File: src/design/sfh_regs.svh
// Register offsets, fields and pin timing counts for the FIFO pin controller
`ifndef SFH_REGS_SVH
`define SFH_REGS_SVH
`define SFH_CTRL_OFS 12'h000
`define SFH_WDATA_OFS 12'h004
`define SFH_RDATA_OFS 12'h008
`define SFH_STAT_OFS 12'h00C
`define SFH_CTRL_CLEAR 0
`define SFH_CTRL_OE 1
`define SFH_CTRL_UNLOAD 2
`define SFH_ST_BUSY 0
`define SFH_ST_IRDY 1
`define SFH_ST_OVAL 2
`define SFH_ST_RVAL 3
`define SFH_ST_WPEND 4
`define SFH_PULSE_NS 200
`define SFH_CLK_NS 25
`define SFH_PULSE_CYC ((`SFH_PULSE_NS + `SFH_CLK_NS - 1) / `SFH_CLK_NS)
`define SFH_CNT_W 4
`endif

File: src/design/sfh_pkg.sv
// Types for the FIFO pin controller
package sfh_pkg;
  typedef enum logic [2:0] {
    ST_IDLE, ST_CLEAR, ST_LOAD_HI, ST_LOAD_LO, ST_UNLOAD_LO, ST_UNLOAD_HI
  } sfh_state_e;
endpackage

File: src/design/sfh_host.sv
// APB-controlled driver for a self-timed 16x4 FIFO's pins
//
// The APB interface to the registers and the address map are this design's own decisions.
`include "sfh_regs.svh"
// How it works
// - Load rises only while input ready high.
// - Load strobe returns low between loads.
// - Never lower control while unload low.
// - Cascade ready to unload, valid to load.
// - Pulse clear on every stage before use.
// - Wide words AND the ready flags.
// - Load strobe low during whole clear pulse.
module sfh_host #(
  parameter int PULSE_CYC = `SFH_PULSE_CYC
) (
  // Clock and reset
  input wire logic clk,
  input wire logic srst,
  // APB slave
  input wire logic psel,
  input wire logic penable,
  input wire logic pwrite,
  input wire logic [11:0] paddr,
  input wire logic [31:0] pwdata,
  output logic [31:0] prdata,
  output logic pready,
  output logic pslverr,
  // FIFO device pins
  input wire logic input_ready,
  input wire logic output_valid_flag,
  input wire logic [3:0] fifo_q,
  output logic [3:0] fifo_d,
  output logic load_strobe,
  output logic unload_strobe,
  output logic clear_input,
  output logic three_state_ctl
);
  typedef struct packed {
    sfh_pkg::sfh_state_e st;
    logic [`SFH_CNT_W-1:0] cnt;
    logic [31:0] prdata;
    logic pready;
    logic pslverr;
    logic [3:0] d;
    logic ld;
    logic ul;
    logic clr;
    logic tsc;
    logic wpend;
    logic [3:0] rword;
    logic rval;
  } sfh_state_s;

  sfh_state_s r, next_r;
  logic acc, wr, rd;
  logic [`SFH_CNT_W-1:0] pulse_last;

  assign pulse_last = `SFH_CNT_W'(PULSE_CYC - 1);
  assign acc = psel && penable && !r.pready;
  assign wr = acc && pwrite;
  assign rd = acc && !pwrite;

  // Next state: bus slave plus pin sequencer
  always_comb begin
    next_r = r;
    next_r.pready = acc;
    next_r.pslverr = 1'b0;
    next_r.prdata = 32'h0000_0000;
    if (rd) begin
      unique case (paddr)
        `SFH_CTRL_OFS: next_r.prdata = {29'h0000_0000, 1'b0, !r.tsc, r.clr};
        `SFH_RDATA_OFS: next_r.prdata = {28'h000_0000, r.rword};
        `SFH_STAT_OFS: next_r.prdata = {27'h000_0000, r.wpend, r.rval,
                                        output_valid_flag, input_ready,
                                        r.st != sfh_pkg::ST_IDLE};
        `SFH_WDATA_OFS: next_r.prdata = {28'h000_0000, r.d};
        default: next_r.pslverr = 1'b1;
      endcase
      if (paddr == `SFH_RDATA_OFS) begin
        next_r.rval = 1'b0;
      end
    end
    if (wr) begin
      unique case (paddr)
        `SFH_CTRL_OFS: begin
          // Outputs turn on only while unload idles high, else a word is lost
          // Limitation: an enable sent during an unload is dropped; read CTRL back
          if (!pwdata[`SFH_CTRL_OE]) begin
            next_r.tsc = 1'b1;
          end else if (r.ul) begin
            next_r.tsc = 1'b0;
          end
          if (pwdata[`SFH_CTRL_CLEAR] && r.st == sfh_pkg::ST_IDLE) begin
            next_r.st = sfh_pkg::ST_CLEAR;
            next_r.cnt = '0;
            next_r.clr = 1'b1;
          end
          if (pwdata[`SFH_CTRL_UNLOAD]) begin
            next_r.rval = 1'b0;
          end
        end
        `SFH_WDATA_OFS: begin
          next_r.d = pwdata[3:0];
          next_r.wpend = 1'b1;
        end
        `SFH_RDATA_OFS, `SFH_STAT_OFS: ;
        default: next_r.pslverr = 1'b1;
      endcase
    end
    // Pin sequencer; all strobes held at least one pulse width
    unique case (r.st)
      sfh_pkg::ST_IDLE: begin
        next_r.cnt = '0;
        // No start on a write cycle, so data and enable are settled first
        if (!wr) begin
          if (r.wpend && input_ready) begin
            next_r.st = sfh_pkg::ST_LOAD_HI;
            next_r.ld = 1'b1;
            next_r.wpend = 1'b0;
          end else if (!r.rval && output_valid_flag && !r.tsc) begin
            // Sample word then drop unload; skipped while outputs off
            next_r.rword = fifo_q;
            next_r.rval = 1'b1;
            next_r.st = sfh_pkg::ST_UNLOAD_LO;
            next_r.ul = 1'b0;
          end
        end
      end
      sfh_pkg::ST_CLEAR: begin
        next_r.ld = 1'b0;
        next_r.cnt = r.cnt + 1'b1;
        if (r.cnt == pulse_last) begin
          next_r.clr = 1'b0;
          // A word written in this last cycle stays pending
          if (!(wr && paddr == `SFH_WDATA_OFS)) begin
            next_r.wpend = 1'b0;
          end
          next_r.st = sfh_pkg::ST_IDLE;
        end
      end
      sfh_pkg::ST_LOAD_HI: begin
        next_r.cnt = r.cnt + 1'b1;
        if (r.cnt == pulse_last) begin
          next_r.ld = 1'b0;
          next_r.cnt = '0;
          next_r.st = sfh_pkg::ST_LOAD_LO;
        end
      end
      sfh_pkg::ST_LOAD_LO: begin
        next_r.cnt = r.cnt + 1'b1;
        if (r.cnt == pulse_last) begin
          next_r.st = sfh_pkg::ST_IDLE;
        end
      end
      sfh_pkg::ST_UNLOAD_LO: begin
        next_r.cnt = r.cnt + 1'b1;
        if (r.cnt == pulse_last) begin
          next_r.ul = 1'b1;
          next_r.cnt = '0;
          next_r.st = sfh_pkg::ST_UNLOAD_HI;
        end
      end
      sfh_pkg::ST_UNLOAD_HI: begin
        next_r.cnt = r.cnt + 1'b1;
        if (r.cnt == pulse_last) begin
          next_r.st = sfh_pkg::ST_IDLE;
        end
      end
    endcase
  end

  // State register; unload idles high so its falling edge is the request
  always_ff @(posedge clk) begin
    if (srst) begin
      r <= '{st: sfh_pkg::ST_IDLE, cnt: '0, prdata: 32'h0000_0000, pready: 1'b0,
             pslverr: 1'b0, d: 4'h0, ld: 1'b0, ul: 1'b1, clr: 1'b0, tsc: 1'b1,
             wpend: 1'b0, rword: 4'h0, rval: 1'b0};
    end else begin
      r <= next_r;
    end
  end

  assign prdata = r.prdata;
  assign pready = r.pready;
  assign pslverr = r.pslverr;
  assign fifo_d = r.d;
  assign load_strobe = r.ld;
  assign unload_strobe = r.ul;
  assign clear_input = r.clr;
  assign three_state_ctl = r.tsc;

  // Checks on pin sequencing and APB ready timing
  load_ready_a: assert property (@(posedge clk) disable iff (srst)
    $rose(load_strobe) |-> $past(input_ready)) else $error("load without ready");
  load_width_a: assert property (@(posedge clk) disable iff (srst)
    $rose(load_strobe) |=> load_strobe [*7]) else $error("load pulse short");
  clear_load_a: assert property (@(posedge clk) disable iff (srst)
    clear_input |-> !load_strobe) else $error("load during clear");
  clear_width_a: assert property (@(posedge clk) disable iff (srst)
    $rose(clear_input) |-> clear_input [*8]) else $error("clear short");
  unload_tsc_a: assert property (@(posedge clk) disable iff (srst)
    $fell(unload_strobe) |-> !three_state_ctl) else $error("unload while off");
  unload_valid_a: assert property (@(posedge clk) disable iff (srst)
    $fell(unload_strobe) |-> $past(output_valid_flag)) else $error("unload empty");
  unload_width_a: assert property (@(posedge clk) disable iff (srst)
    $fell(unload_strobe) |-> !unload_strobe [*8] ##1 unload_strobe)
    else $error("unload pulse width");
  bus_ready_a: assert property (@(posedge clk) disable iff (srst)
    (psel && penable && !pready) |=> pready) else $error("apb late");
  tsc_unload_a: assert property (@(posedge clk) disable iff (srst)
    $fell(three_state_ctl) |-> $past(unload_strobe)) else $error("enable during unload");
  load_cv: cover property (@(posedge clk) disable iff (srst) $fell(load_strobe));
  unload_cv: cover property (@(posedge clk) disable iff (srst) $rose(unload_strobe));
  clear_cv: cover property (@(posedge clk) disable iff (srst) $fell(clear_input));
  enable_cv: cover property (@(posedge clk) disable iff (srst) $fell(three_state_ctl));
endmodule

File: config.mk
export PLATFORM = sky130hd
export DESIGN_NAME = sfh_host
export DESIGN_NICKNAME = d
export VERILOG_FILES = /design/src/design/sfh_pkg.sv /design/src/design/sfh_host.sv
export VERILOG_INCLUDE_DIRS = /design/src /design/src/design
export SDC_FILE = /design/constraint.sdc
export NUM_CORES = 1
export LEC_CHECK = 0
export BUFFER_PORTS_ARGS = -buffer_cell sky130_fd_sc_hd__buf_2
export CAP_MARGIN = 20
export CORE_ASPECT_RATIO = 1.2
export CORE_MARGIN = 3
export CORE_UTILIZATION = 47
export DETAILED_ROUTE_END_ITERATION = 10
export GPL_ROUTABILITY_DRIVEN = 0
export HOLD_SLACK_MARGIN = 0.02
export PLACE_DENSITY = 0.85
export SLEW_MARGIN = 0
export SYNTH_ARGS = -nofsm -noshare
export SYNTH_HDL_FRONTEND = slang
export SYNTH_SLANG_ARGS = --single-unit
export TNS_END_PERCENT = 100
File: constraint.sdc
create_clock -name clk -period 4.3 [get_ports clk]
set_input_delay 0.645 -clock clk [delete_from_list [all_inputs] [get_ports clk]]
set_output_delay 0.645 -clock clk [all_outputs]
set_load 0.05 [all_outputs]
== Word-level counts from Yosys, hierarchy flattened ==
Index checks and enable logic that the tools add are counted.

* Add/sub/neg operators: 1
* Bitwise gates (word level): 3
* Equality and inequality tests: 16
* Reduce and logical (&&, ||, !) cells: 26
* Multiplexer cells: 45

{| class="wikitable"
|+ Operators by type and width
! cell !! number
|-
| 2-to-1 mux 7 bit || 5
|-
| case mux 7 bit (4 select lines) || 1
|-
| equality test 12 x 4 -> 1 bit, second input constant || 2
|-
| 2-to-1 mux 1 bit || 23
|-
| case mux 5 bit (4 select lines) || 1
|-
| 2-to-1 mux 3 bit || 5
|-
| 2-to-1 mux 5 bit || 3
|-
| equality test 12 x 3 -> 1 bit, second input constant || 1
|-
| logical NOT 12 bit || 1
|-
| logical AND 1 bit || 9
|-
| != test 2 bit, second input constant || 4
|-
| AND reduction 4 bit || 2
|-
| equality test 3 x 2 -> 1 bit, second input constant || 2
|-
| equality test 3 bit, second input constant || 2
|-
| 2-to-1 mux 6 bit || 1
|-
| != test 2 x 1 -> 1 bit, second input constant || 3
|-
| nonzero test 3 bit || 2
|-
| AND reduction 5 bit || 1
|-
| adder 4 x 1 -> 4 bit, second input constant || 1
|-
| equality test 4 x 3 -> 1 bit, second input constant || 1
|-
| logical NOT 1 bit || 4
|-
| 2-to-1 mux 2 bit || 2
|-
| 2-to-1 mux 4 bit || 1
|-
| case mux 1 bit (2 select lines) || 2
|-
| other kinds (10) || 12
|}

* Flip-flop bits (word level): 55
* Bits of input ports: 55
* Word-level logic and storage cells: 104
* Output and inout bits: 42

== Logic depth before layout (Yosys ltp) ==
Gate-level depths: netlist of run 1.

* Depth in word-level cells: 11
* Gate-level depth with buffers: 5
* Mapped depth without buffers: 5

== Worst setup path before layout of run 1 ==
OpenSTA, ideal clock, no wires.

* Kind: input to register
* Start: input port paddr[5]
* End: register r (netlist bit three_state_ctl)
* Buffers on the path: 0
* Setup slack: 2.590 ns
* Arrival time: 1.590 ns
* Data required time: 4.180 ns
* Stages: 4
* Setup time: 0.120 ns
* Cells stage by stage: nor4_4 and4_1 nand2_1 a211o_1

* Word-level cells in the longest chain between the ends: 2

{| class="wikitable"
|+ Ends and longest elaborated chain
! what !! RTL line !! source
|-
| start, declared || sfh_host.sv:23 || <nowiki>input wire logic [11:0] paddr,</nowiki>
|-
| logical NOT 12 bit || sfh_host.sv:84 || <nowiki>unique case (paddr)</nowiki>
|-
| AND reduction 3 bit (no line) || - ||
|-
| end signal, assigned || sfh_host.sv:175 || <nowiki>r <= '{st: sfh_pkg::ST_IDLE, cnt: '0, prdata: 32'h0000_0000, pready: 1'b0,</nowiki>
|-
| end signal, assigned || sfh_host.sv:179 || <nowiki>r <= next_r;</nowiki>
|-
| end, declared || sfh_host.sv:54 || <nowiki>sfh_state_s r, next_r;</nowiki>
|}

No other way between the ends.
A chain may end at the register's enable or synchronous reset.

== Final worst setup path of run 1 ==
* Start: input port output_valid_flag
* End: register r (netlist bit unload_strobe)

* Word-level cells in the longest chain between the ends: 4

{| class="wikitable"
|+ Ends and longest elaborated chain
! what !! RTL line !! source
|-
| start, declared || sfh_host.sv:30 || <nowiki>input wire logic output_valid_flag,</nowiki>
|-
| logical AND 1 bit (2 in series) || sfh_host.sv:120 || <nowiki>end else if (!r.rval && output_valid_flag && !r.tsc) begin</nowiki>
|-
| != test 2 x 1 -> 1 bit (no line) || - ||
|-
| AND reduction 5 bit (no line) || - ||
|}

No other way between the ends.

==> results of run 1 <==
## cells in the final DEF (no fill, tap or decap), types with 2 or more instances in the layout
cell,count
clkbuf_8,3
mux2_2,2
nor4_4,2
nor3_1,2
inv_1,4
o32ai_1,2
nor3b_1,2
o21ai_0,8
a21oi_1,6
nand3b_1,2
nand4_1,2
dfxtp_1,28
nand2_1,5
a31oi_1,2
buf_2,41
and2_1,2
a22oi_1,3
mux2i_1,6
nand3_1,7
nor2_1,20
nor2b_1,4
a211oi_1,3
nand2b_1,2
nor4_1,3
conb_1,27
## layer usage
layer	vias up	track usage [%]	wire, um
met5	-	0	0
met3	6	2.16	301
li1	658	-	-
met2	65	27.5	1710
met4	0	4.82	37
met1	639	19.8	1260
## power groups by stage
stage / clock [uW] / combinational [uW] / sequential, uW
floorplan: 0 / 87.4 / 269
global placement: 0 / 88.8 / 266
detailed placement: 0 / 89.1 / 266
CTS: 209 / 89.3 / 260
global route: 216 / 95.4 / 260
finish: 207 / 90.0 / 260
## state kept, by name (all words and copies together), names as in the netlist
signal	cells
load_strobe	1
clear_input	1
three_state_ctl	1
fifo_d	4
pready	1
pslverr	1
r	13
prdata	5
unload_strobe	1
## layout make-up
class	instances	area (um^2)
flip-flops and latches	28	561
clock buffers	3	41.3
fillers	329	1590
well taps	37	46.3
clock inverters	1	30.0
repair buffers	41	205
multi-input cells	137	877
inverters	4	15.0
## stage by stage
step	setup WS [ns]	utilization, %	total power, uW	hold WS, ns
2_1_floorplan	2.59	-	356	0.418
3_3_place_gp	2.31	50.6	355	0.429
3_5_place_dp	2.32	50.6	355	0.453
4_1_cts	2.61	52.7	559	0.468
5_1_grt	2.55	52.7	572	0.488
6_report	2.63	52.7	557	0.458
## worst max-delay path: stages
cell	delay, ns
buf_2	0.08
nor3b_1	0.47
nand4_4	0.24
a221o_1	0.40
## logic make-up (layout without fill, tap and decap cells)
kind of cell | after synthesis | after routing
other | 1 | 27
buffers and inverters | 47 | 49
muxes | 8 | 8
adders and majority gates | 1 | 1
DFF | 28 | 28
AOI/OAI and AO/OA | 33 | 33
xor gates and xnor gates | 2 | 2
and+or+nand+nor | 66 | 66
## worst max-delay path by stage
stage | endpoint
after CTS | unload_strobe$_SDFFE_PP1P_
after detailed placement | unload_strobe$_SDFFE_PP1P_
after global placement | unload_strobe$_SDFFE_PP1P_
after global routing | fifo_d[1]$_SDFFE_PP0N_
final | unload_strobe$_SDFFE_PP1P_
after floorplan | three_state_ctl$_SDFFE_PP1P_
==> impl_metrics.json, run 1 <==
{
  "grt_max_degree": 22,
  "synth_top_cell_by_area": "dfxtp_1",
  "grt_pass1_vias": 1218,
  "critPathKind": "input pin to flop",
  "syn_area_um2": 1670,
  "leakage_uw": 0.000768,
  "syn_area_per_cell_um2": 9.00,
  "regToRegEndpoint": "unload_strobe$_SDFFE_PP1P_",
  "ys_types": 54,
  "core.rowCount": 23,
  "die_w_um": 60.5,
  "first_pass_iters": 4,
  "cap_violations": 0,
  "antenna_found_initial": 0,
  "power_switching_share_pct": 28.3,
  "grt_pass1_wl_um": 5330,
  "hold_start": "r[48]$_SDFF_PP0_",
  "io_pins": 97,
  "antenna_cells": 0,
  "p_sw_uw": 158,
  "yosysMostFrequentCell": "buf_4",
  "synthAdderAreaFrac_pct": 0.747,
  "synth_top_flop_cell": "dfxtp_1",
  "die_y_um": 71.4,
  "coreArea_um2": 3370,
  "cts_hold_buf": 0,
  "pwr-share-seq_pct": 46.7,
  "min_path_cells": 1,
  "worstPathRequired_ns": 4.47,
  "wirelength_um": 3310,
  "synthCells": 186,
  "rrSetupSlack_ns": 2.71,
  "routed_via_density": 5.45,
  "rr_worst_depth": 3,
  "synth_common_cells": "buf_4 (36), dfxtp_1 (28), nor2_1 (20)",
  "route.detailed.drc": 0,
  "cts_buffer_depth": 2,
  "fin_crit_ns": 1.67,
  "ant_nets": 0,
  "cts_tree": "yes",
  "p_comb_share_pct": 16.1,
  "cts_resized": 0,
  "skew_ns": 0.00170,
  "p_int_uw": 400,
  "grt-ovfl-total": 0,
  "period_share_pct": 38.8,
  "hp-class": "flop to flop",
  "yosysTopAreaCellShare_pct": 33.5,
  "synth-compound-area-share_pct": 13.8,
  "dp_cells": 247,
  "wl_per_cell_um": 13.2,
  "max-slew-margin-rel_pct": 63.1,
  "via_count": 1368,
  "ys_seq_area_share_pct": 33.5,
  "initial_core_util_pct": 49.7,
  "drive_gt1_share_pct": 27.6,
  "synth_area_leaders": "dfxtp_1 (33%), buf_4 (16%), nor2_1 (4.5%), mux2i_1 (3.6%), nor4_4 (2.5%)",
  "cp.arrival_ns": 1.84,
  "dpl_cell_area_um2": 1700,
  "synth_top_family_by_area": "simple AND/OR/NAND/NOR gates",
  "synth_mux_area_share_pct": 4.93,
  "crit_path_start": "output_valid_flag",
  "peakVddDrop_v": 0.000226,
  "startpoint_type": "input pin",
  "power_density_nw_per_um2": 314,
  "setup-tns-final_ns": 0,
  "setup_viol": 0,
  "tightest_slew_ns": 0.552,
  "dieArea_um2": 4320,
  "power_frac_clock_pct": 37.2,
  "hold_viol": 0,
  "synth_xor_area_share_pct": 1.05,
  "clock_tree.root_cell": "clkbuf_8",
  "hold_end": "r[48]$_SDFF_PP0_",
  "first_iter_violations": 52,
  "ys_seq_elements": 28,
  "async_flop_share_pct": 0,
  "synth_warnings": 0,
  "fin_area_um2": 1780,
  "port_buffers": 41,
  "synthSimpleGateAreaFrac_pct": 25.8,
  "slew_viol_final": 0,
  "worstSetupEndpointType": "flop",
  "fmax_ghz": 0.600,
  "cts_made_buffers": 3,
  "cts_sinks": 28,
  "clkTransAtPathRegs_ns": 0.09,
  "grt_setup_unrepaired": "false",
  "reg2reg_from": "three_state_ctl$_SDFFE_PP1P_",
  "area_growth_pct": 6.05,
  "clk_latency_ns": 0.27,
  "status": "finished clean",
  "track_usage_pct": 15.8,
  "htree_levels": 1,
  "fin_nets": 271,
  "place.detailed.hpwl_um": 2560,
  "final_cells": 251,
  "crit_path_max_fanout": 6,
  "synth_edf_count": 0,
  "cts_setup_buffers": 0
}
(Power assumes the default switching activity.)
==> run 2: changes to the inputs <==
--- a/config.mk
+++ b/config.mk
@@ -6,15 +6,16 @@
 export SDC_FILE = /design/constraint.sdc
 export NUM_CORES = 1
 export LEC_CHECK = 0
+export ABC_AREA = 1
 export BUFFER_PORTS_ARGS = -buffer_cell sky130_fd_sc_hd__buf_2
 export CAP_MARGIN = 20
 export CORE_ASPECT_RATIO = 1.2
 export CORE_MARGIN = 3
-export CORE_UTILIZATION = 47
+export CORE_UTILIZATION = 39
 export DETAILED_ROUTE_END_ITERATION = 10
 export GPL_ROUTABILITY_DRIVEN = 0
 export HOLD_SLACK_MARGIN = 0.02
-export PLACE_DENSITY = 0.85
+export PLACE_DENSITY = 0.75
 export SLEW_MARGIN = 0
 export SYNTH_ARGS = -nofsm -noshare
 export SYNTH_HDL_FRONTEND = slang
==> constraint.sdc (replaced) <==
create_clock -name clk -period 1.5 [get_ports clk]
set_input_delay 0.225 -clock clk [delete_from_list [all_inputs] [get_ports clk]]
set_output_delay 0.225 -clock clk [all_outputs]
set_load 0.05 [all_outputs]
==> impl_metrics.json, run 2 <==
{
  "top_usage_layer": "met2",
  "die_y_um": 77.8,
  "synth_area_leaders": "dfxtp_1 (33%), buf_4 (16%), nand2_1 (6.5%), nand3_1 (6.0%), nor2_1 (5.8%)",
  "first_pass_iters": 4,
  "synth_warnings": 0,
  "crit_family": "simple AND/OR/NAND/NOR gates",
  "worstSetupEndpointType": "flop",
  "path_common_cell": "inv_1",
  "ant_nets": 0,
  "hp-class": "input pin to flop",
  "ys_seq_area_share_pct": 33.5,
  "htree_levels": 1,
  "grt_max_degree": 16,
  "crit_path_start": "pready$_SDFF_PP0_",
  "cts_tree": "yes",
  "cp_num_buf_inv": 2,
  "slowest_delay_ns": 0.33,
  "setup-tns-final_ns": 0,
  "syn_area_um2": 1670,
  "cap_violations": 0,
  "initial_core_util_pct": 41.5,
  "largest_register_ffs": 13,
  "coreArea_um2": 4040,
  "hold_start": "fifo_q[1]",
  "synth_top_cell_by_area": "dfxtp_1",
  "io_pins": 97,
  "cts_sinks": 28,
  "met2_usage_pct": 24.8,
  "final_cell_mix": "buf_2 (41), nand2_1 (29), conb_1 (27), dfxtp_1 (27), nor2_1 (26)",
  "via_count": 1481,
  "synth_edf_count": 0,
  "critPathKind": "flop to flop",
  "dp_slack_ns": 0.105,
  "layout_setup_ws_ns": 0.136,
  "wirelength_um": 3460,
  "setup_viol": 0,
  "hold_end": "r[2]$_SDFFE_PP0P_",
  "cp_cell_sequence": "inv_1 > nand4_1 > inv_1 > nand3_2 > o21ai_1 > a21oi_1",
  "reg2reg_from": "pready$_SDFF_PP0_",
  "fmax_ghz": 0.733,
  "port_buffers": 41,
  "fillers": 406,
  "p_comb_share_pct": 19.3,
  "power_switching_share_pct": 31.2,
  "core.rowCount": 25,
  "use_met1_pct": 14.2,
  "synthCells": 226,
  "route.detailed.drc": 0,
  "status": "finished clean",
  "drive_gt1_share_pct": 29.1,
  "startpoint_type": "flop",
  "grt-ovfl-total": 0,
  "syn_area_per_cell_um2": 7.41,
  "fin_nets": 322,
  "clkTransAtPathRegs_ns": 0.10,
  "first_iter_violations": 73,
  "min_path_cells": 3,
  "leakage_uw": 0.000921,
  "wl_per_cell_um": 10.8,
  "peakVddDrop_v": 0.000402,
  "p_sw_uw": 472,
  "cts_buffer_depth": 2,
  "grtUsageMet3_pct": 2.60,
  "grt_pass1_vias": 1315,
  "pwr-share-seq_pct": 50.1,
  "crit_path_max_fanout": 9,
  "area_growth_pct": 11.3,
  "seq_area_um2": 562,
  "slew_viol_final": 0,
  "async_flop_share_pct": 0,
  "rrSetupSlack_ns": 0.14,
  "grt_pass1_wl_um": 5420,
  "synth_common_cells": "buf_4 (36), nand2_1 (29), dfxtp_1 (28)",
  "rr_worst_depth": 6,
  "power_density_nw_per_um2": 811,
  "antenna_found_initial": 0,
  "synth_top_flop_cell": "dfxtp_1",
  "ys_types": 36,
  "cp.arrival_ns": 1.52,
  "ys_seq_elements": 28,
  "power_frac_clock_pct": 30.6,
  "skew_ns": 0.00673,
  "antenna_cells": 0,
  "place.detailed.hpwl_um": 2860,
  "track_usage_pct": 13.2,
  "yosysMostFrequentCell": "buf_4",
  "period_share_pct": 90.9,
  "grt_setup_unrepaired": "false",
  "clk_latency_ns": 0.27,
  "clock_tree.root_cell": "clkbuf_8",
  "multiInputGateArea_um2": 835,
  "hold_viol": 0,
  "slowest_stage": "dfxtp_2",
  "mostFrequentLayoutCell": "buf_2",
  "die_w_um": 65.8,
  "cts_made_buffers": 3,
  "max_flop_register": "r",
  "fin_crit_ns": 1.36,
  "dieArea_um2": 5120,
  "regToRegEndpoint": "fifo_d[3]$_SDFFE_PP0N_",
  "routed_via_density": 4.64,
  "worstPathRequired_ns": 1.66,
  "p_int_uw": 1040,
  "yosysTopAreaCellShare_pct": 33.5
}
==> run 2: cell count changes in the layout (fill, tap and decap cells not counted), moves of 4 or more <==
cell	before	now
inv_1	4	16
inv_2	0	7
nand3_1	7	20
nor2_1	20	26
o21ai_0	8	4
nand4_1	2	7
nor2b_1	4	0
o21ai_1	0	9
buf_4	0	7
mux2i_1	6	0
nand2_1	5	29
nand2_2	0	4
==> run 2: worst max path at each step <==
stage	endpoint	slack [ns]	cells after the start
after floorplan	unload_strobe$_SDFFE_PP1P_	0.13	6
after global routing	fifo_d[3]$_SDFFE_PP0N_	0.02	6
after CTS	fifo_d[3]$_SDFFE_PP0N_	0.13	6
final	fifo_d[3]$_SDFFE_PP0N_	0.14	6
after global placement	fifo_d[1]$_SDFFE_PP0N_	0.12	7
after detailed placement	fifo_d[3]$_SDFFE_PP0N_	0.11	7
==> run 2: cells by family (layout without fill, tap and decap cells) <==
| kind of cell | after synthesis | count (layout) | synth area share, % |
|---|---|---|---|
| AND/OR/NAND/NOR | 103 | 103 | 31.9 |
| other | 1 | 27 | 0.224 |
| adder cells (fa/ha/maj) | 1 | 1 | 0.747 |
| XOR/XNOR | 1 | 1 | 0.523 |
| flip-flops | 28 | 28 | 33.5 |
| buffers and inverters | 62 | 75 | 22.5 |
| AO/OA/AOI/OAI | 30 | 30 | 10.6 |
==> run 2: tightest hold or removal path: stages <==
cell    delay (ns)
buf_2         0.07
nor2_1        0.03
nor2_1        0.08
==> run 2: final cells by class <==
cell class / count / area share [%]
clock buffers: 4 / 2.95
inverters: 23 / 4.63
multi-input cells: 162 / 44.8
flip-flops and latches: 28 / 30.2
well taps: 54 / 3.63
repair buffers: 48 / 13.8
==> run 2: repair_timing <==
action	in CTS	in global routing
buffers inserted	0	2
endpoints found under the setup margin	0	3
resized for setup	0	0
hold buffers	0	0
==> run 2: routing by layer <==
metal | part of all wire [%] | wire (um)
met5 | 0 | 0
met4 | 1.2 | 43
met3 | 5.7 | 198
met1 | 39 | 1350
met2 | 54 | 1870
==> run 2: metrics by stage <==
stage               hold slack (ns)  instances  util (%)  instance area (um^2)  power (uW)
floorplan                     0.360        252         -                  1770        1060
global placement              0.429        313      44.4                  1790        1060
detailed placement            0.441        313      44.4                  1790        1060
CTS                           0.170        317      45.8                  1850        1530
global route                  0.185        319      46.2                  1860        1580
finish                        0.169        319      46.2                  1860        1510
==> run 2: power by group through the flow <==
stage	sequential [uW]	combinational (uW)	clock, uW
after floorplan	781	275	0
after global placement	775	288	0
after detailed placement	775	289	0
after CTS	758	290	483
after global routing	759	312	505
final	758	291	462
==> run 3: changes to the inputs <==
--- a/config.mk
+++ b/config.mk
@@ -11,11 +11,11 @@
 export CAP_MARGIN = 20
 export CORE_ASPECT_RATIO = 1.2
 export CORE_MARGIN = 3
-export CORE_UTILIZATION = 39
+export CORE_UTILIZATION = 47
 export DETAILED_ROUTE_END_ITERATION = 10
 export GPL_ROUTABILITY_DRIVEN = 0
 export HOLD_SLACK_MARGIN = 0.02
-export PLACE_DENSITY = 0.75
+export PLACE_DENSITY = 0.85
 export SLEW_MARGIN = 0
 export SYNTH_ARGS = -nofsm -noshare
 export SYNTH_HDL_FRONTEND = slang
==> constraint.sdc (replaced) <==
create_clock -name clk -period 1.7 [get_ports clk]
set_input_delay 0.255 -clock clk [delete_from_list [all_inputs] [get_ports clk]]
set_output_delay 0.255 -clock clk [all_outputs]
set_load 0.05 [all_outputs]
==> impl_metrics.json, run 3 (synthesis gave the netlist of run 2 again) <==
{
  "status": "finished clean",
  "coreArea_um2": 3370,
  "period_share_pct": 81.4,
  "power_density_nw_per_um2": 738,
  "grt-ovfl-total": 0,
  "track_usage_pct": 15.7,
  "min_path_cells": 3,
  "via_count": 1478,
  "worstPathRequired_ns": 1.86,
  "cts_tree": "yes",
  "hold_viol": 0,
  "dpl_cell_area_um2": 1740,
  "max_flop_register": "r",
  "cts_sinks": 28,
  "routed_via_density": 4.99,
  "clk_latency_ns": 0.27,
  "leakage_uw": 0.000890,
  "io_pins": 97,
  "drive_gt1_share_pct": 27.0,
  "startpoint_type": "flop",
  "grt_pass1_wl_um": 5420,
  "dp_slack_ns": 0.248,
  "fillers": 327,
  "slowest_stage": "dfxtp_1",
  "fin_crit_ns": 1.38,
  "final_cells": 296,
  "hp-class": "input pin to flop",
  "initial_core_util_pct": 49.7,
  "port_buffers": 41,
  "grt_setup_unrepaired": "false",
  "reg2reg_from": "pready$_SDFF_PP0_",
  "grt_max_degree": 20,
  "cts_hold_buf": 0,
  "cp_cell_sequence": "inv_1 > nand4_1 > nand2_1 > nor3_4 > inv_2 > nor2_1 > nor2_1",
  "wirelength_um": 3380,
  "wl_per_cell_um": 11.4,
  "cap_violations": 0,
  "antenna_cells": 0,
  "largest_register_ffs": 13,
  "hold_start": "fifo_q[3]",
  "skew_ns": 0.00803,
  "fin_nets": 316,
  "slew_viol_final": 0,
  "setup-tns-final_ns": 0,
  "cts_buffer_depth": 2,
  "rr_worst_depth": 7,
  "cp_num_buf_inv": 2,
  "crit_path_max_fanout": 6,
  "area_growth_pct": 7.25,
  "htree_levels": 1,
  "grt_pass1_vias": 1333,
  "die_w_um": 60.5,
  "slowest_delay_ns": 0.34,
  "final_cell_mix": "buf_2 (41), nand2_1 (29), dfxtp_1 (28)",
  "cts_made_buffers": 3,
  "fmax_ghz": 0.723,
  "route.detailed.drc": 0,
  "regToRegEndpoint": "r[3]$_SDFFE_PP0P_",
  "cts_setup_buffers": 0,
  "dp_cells": 292,
  "clkTransAtPathRegs_ns": 0.10,
  "antenna_found_initial": 0,
  "rrSetupSlack_ns": 0.32,
  "worstSetupEndpointType": "flop",
  "critPathKind": "flop to flop",
  "mostFrequentLayoutCell": "buf_2",
  "layout_setup_ws_ns": 0.317,
  "clock_tree.root_cell": "clkbuf_8",
  "p_total_uw": 1330,
  "peakVddDrop_v": 0.000447,
  "path_common_cell": "nor2_1",
  "die_y_um": 71.4,
  "first_pass_iters": 4,
  "setup_viol": 0,
  "cts_resized": 0,
  "place.detailed.hpwl_um": 2740,
  "cp.arrival_ns": 1.55,
  "dieArea_um2": 4320,
  "core.rowCount": 23,
  "first_iter_violations": 38,
  "hold_end": "r[4]$_SDFFE_PP0P_",
  "fin_area_um2": 1800,
  "crit_family": "simple AND/OR/NAND/NOR gates",
  "ant_nets": 0
}
[run 3: cell count changes in the layout (fill, tap and decap cells not counted)]
cell and change:
buf_4 -6, dfxtp_1 +1, dfxtp_2 -1
[run 3: how the worst max path moves through the flow]
stage / end / startpoint / slack (ns) / cells after the start
2_1_floorplan: unload_strobe$_SDFFE_PP1P_ / pready$_SDFF_PP0_ / 0.18 / 7
3_3_place_gp: fifo_d[1]$_SDFFE_PP0N_ / paddr[7] / 0.26 / 7
3_5_place_dp: fifo_d[0]$_SDFFE_PP0N_ / paddr[7] / 0.25 / 7
4_1_cts: prdata[1]$_SDFF_PP0_ / pready$_SDFF_PP0_ / 0.29 / 6
5_1_grt: prdata[1]$_SDFF_PP0_ / pready$_SDFF_PP0_ / 0.16 / 6
6_report: r[3]$_SDFFE_PP0P_ / pready$_SDFF_PP0_ / 0.32 / 7
[run 3: final cells by class]
| type | instances | area (um^2) | area share [%] |
|---|---|---|---|
| sequential | 28 | 561 | 31.2 |
| clock buffer | 4 | 55.1 | 3.07 |
| tap | 37 | 46.3 | 2.58 |
| multi-input combinational | 162 | 835 | 46.5 |
| timing repair buffer | 42 | 213 | 11.8 |
| inverter | 23 | 86.3 | 4.81 |
[run 3: worst min-delay path, stage by stage]
cell    delay [ns]
buf_2         0.07
nor2_1        0.03
nor2_1        0.08
[run 3: layer usage]
layer,global-route usage [%],share of wire [%],up-vias
met1,19.6,39,676
met2,27.3,53,54
met3,3.24,7.8,0
met4,3.86,0,0
li1,-,-,748
met5,0,0,-
[run 3: power breakdown]
group / total [uW] / switching [uW] / internal [uW]
registers: 669 / 7.21 / 662
clock network: 401 / 194 / 207
logic: 256 / 209 / 47.0
total: 1330 / 410 / 915
[run 3: stage by stage]
step / hold WS [ns] / utilization, %
after floorplan: 0.390 / -
after global placement: 0.432 / 51.7
after detailed placement: 0.443 / 51.7
after CTS: 0.216 / 53.3
after global routing: 0.218 / 53.3
final: 0.214 / 53.3
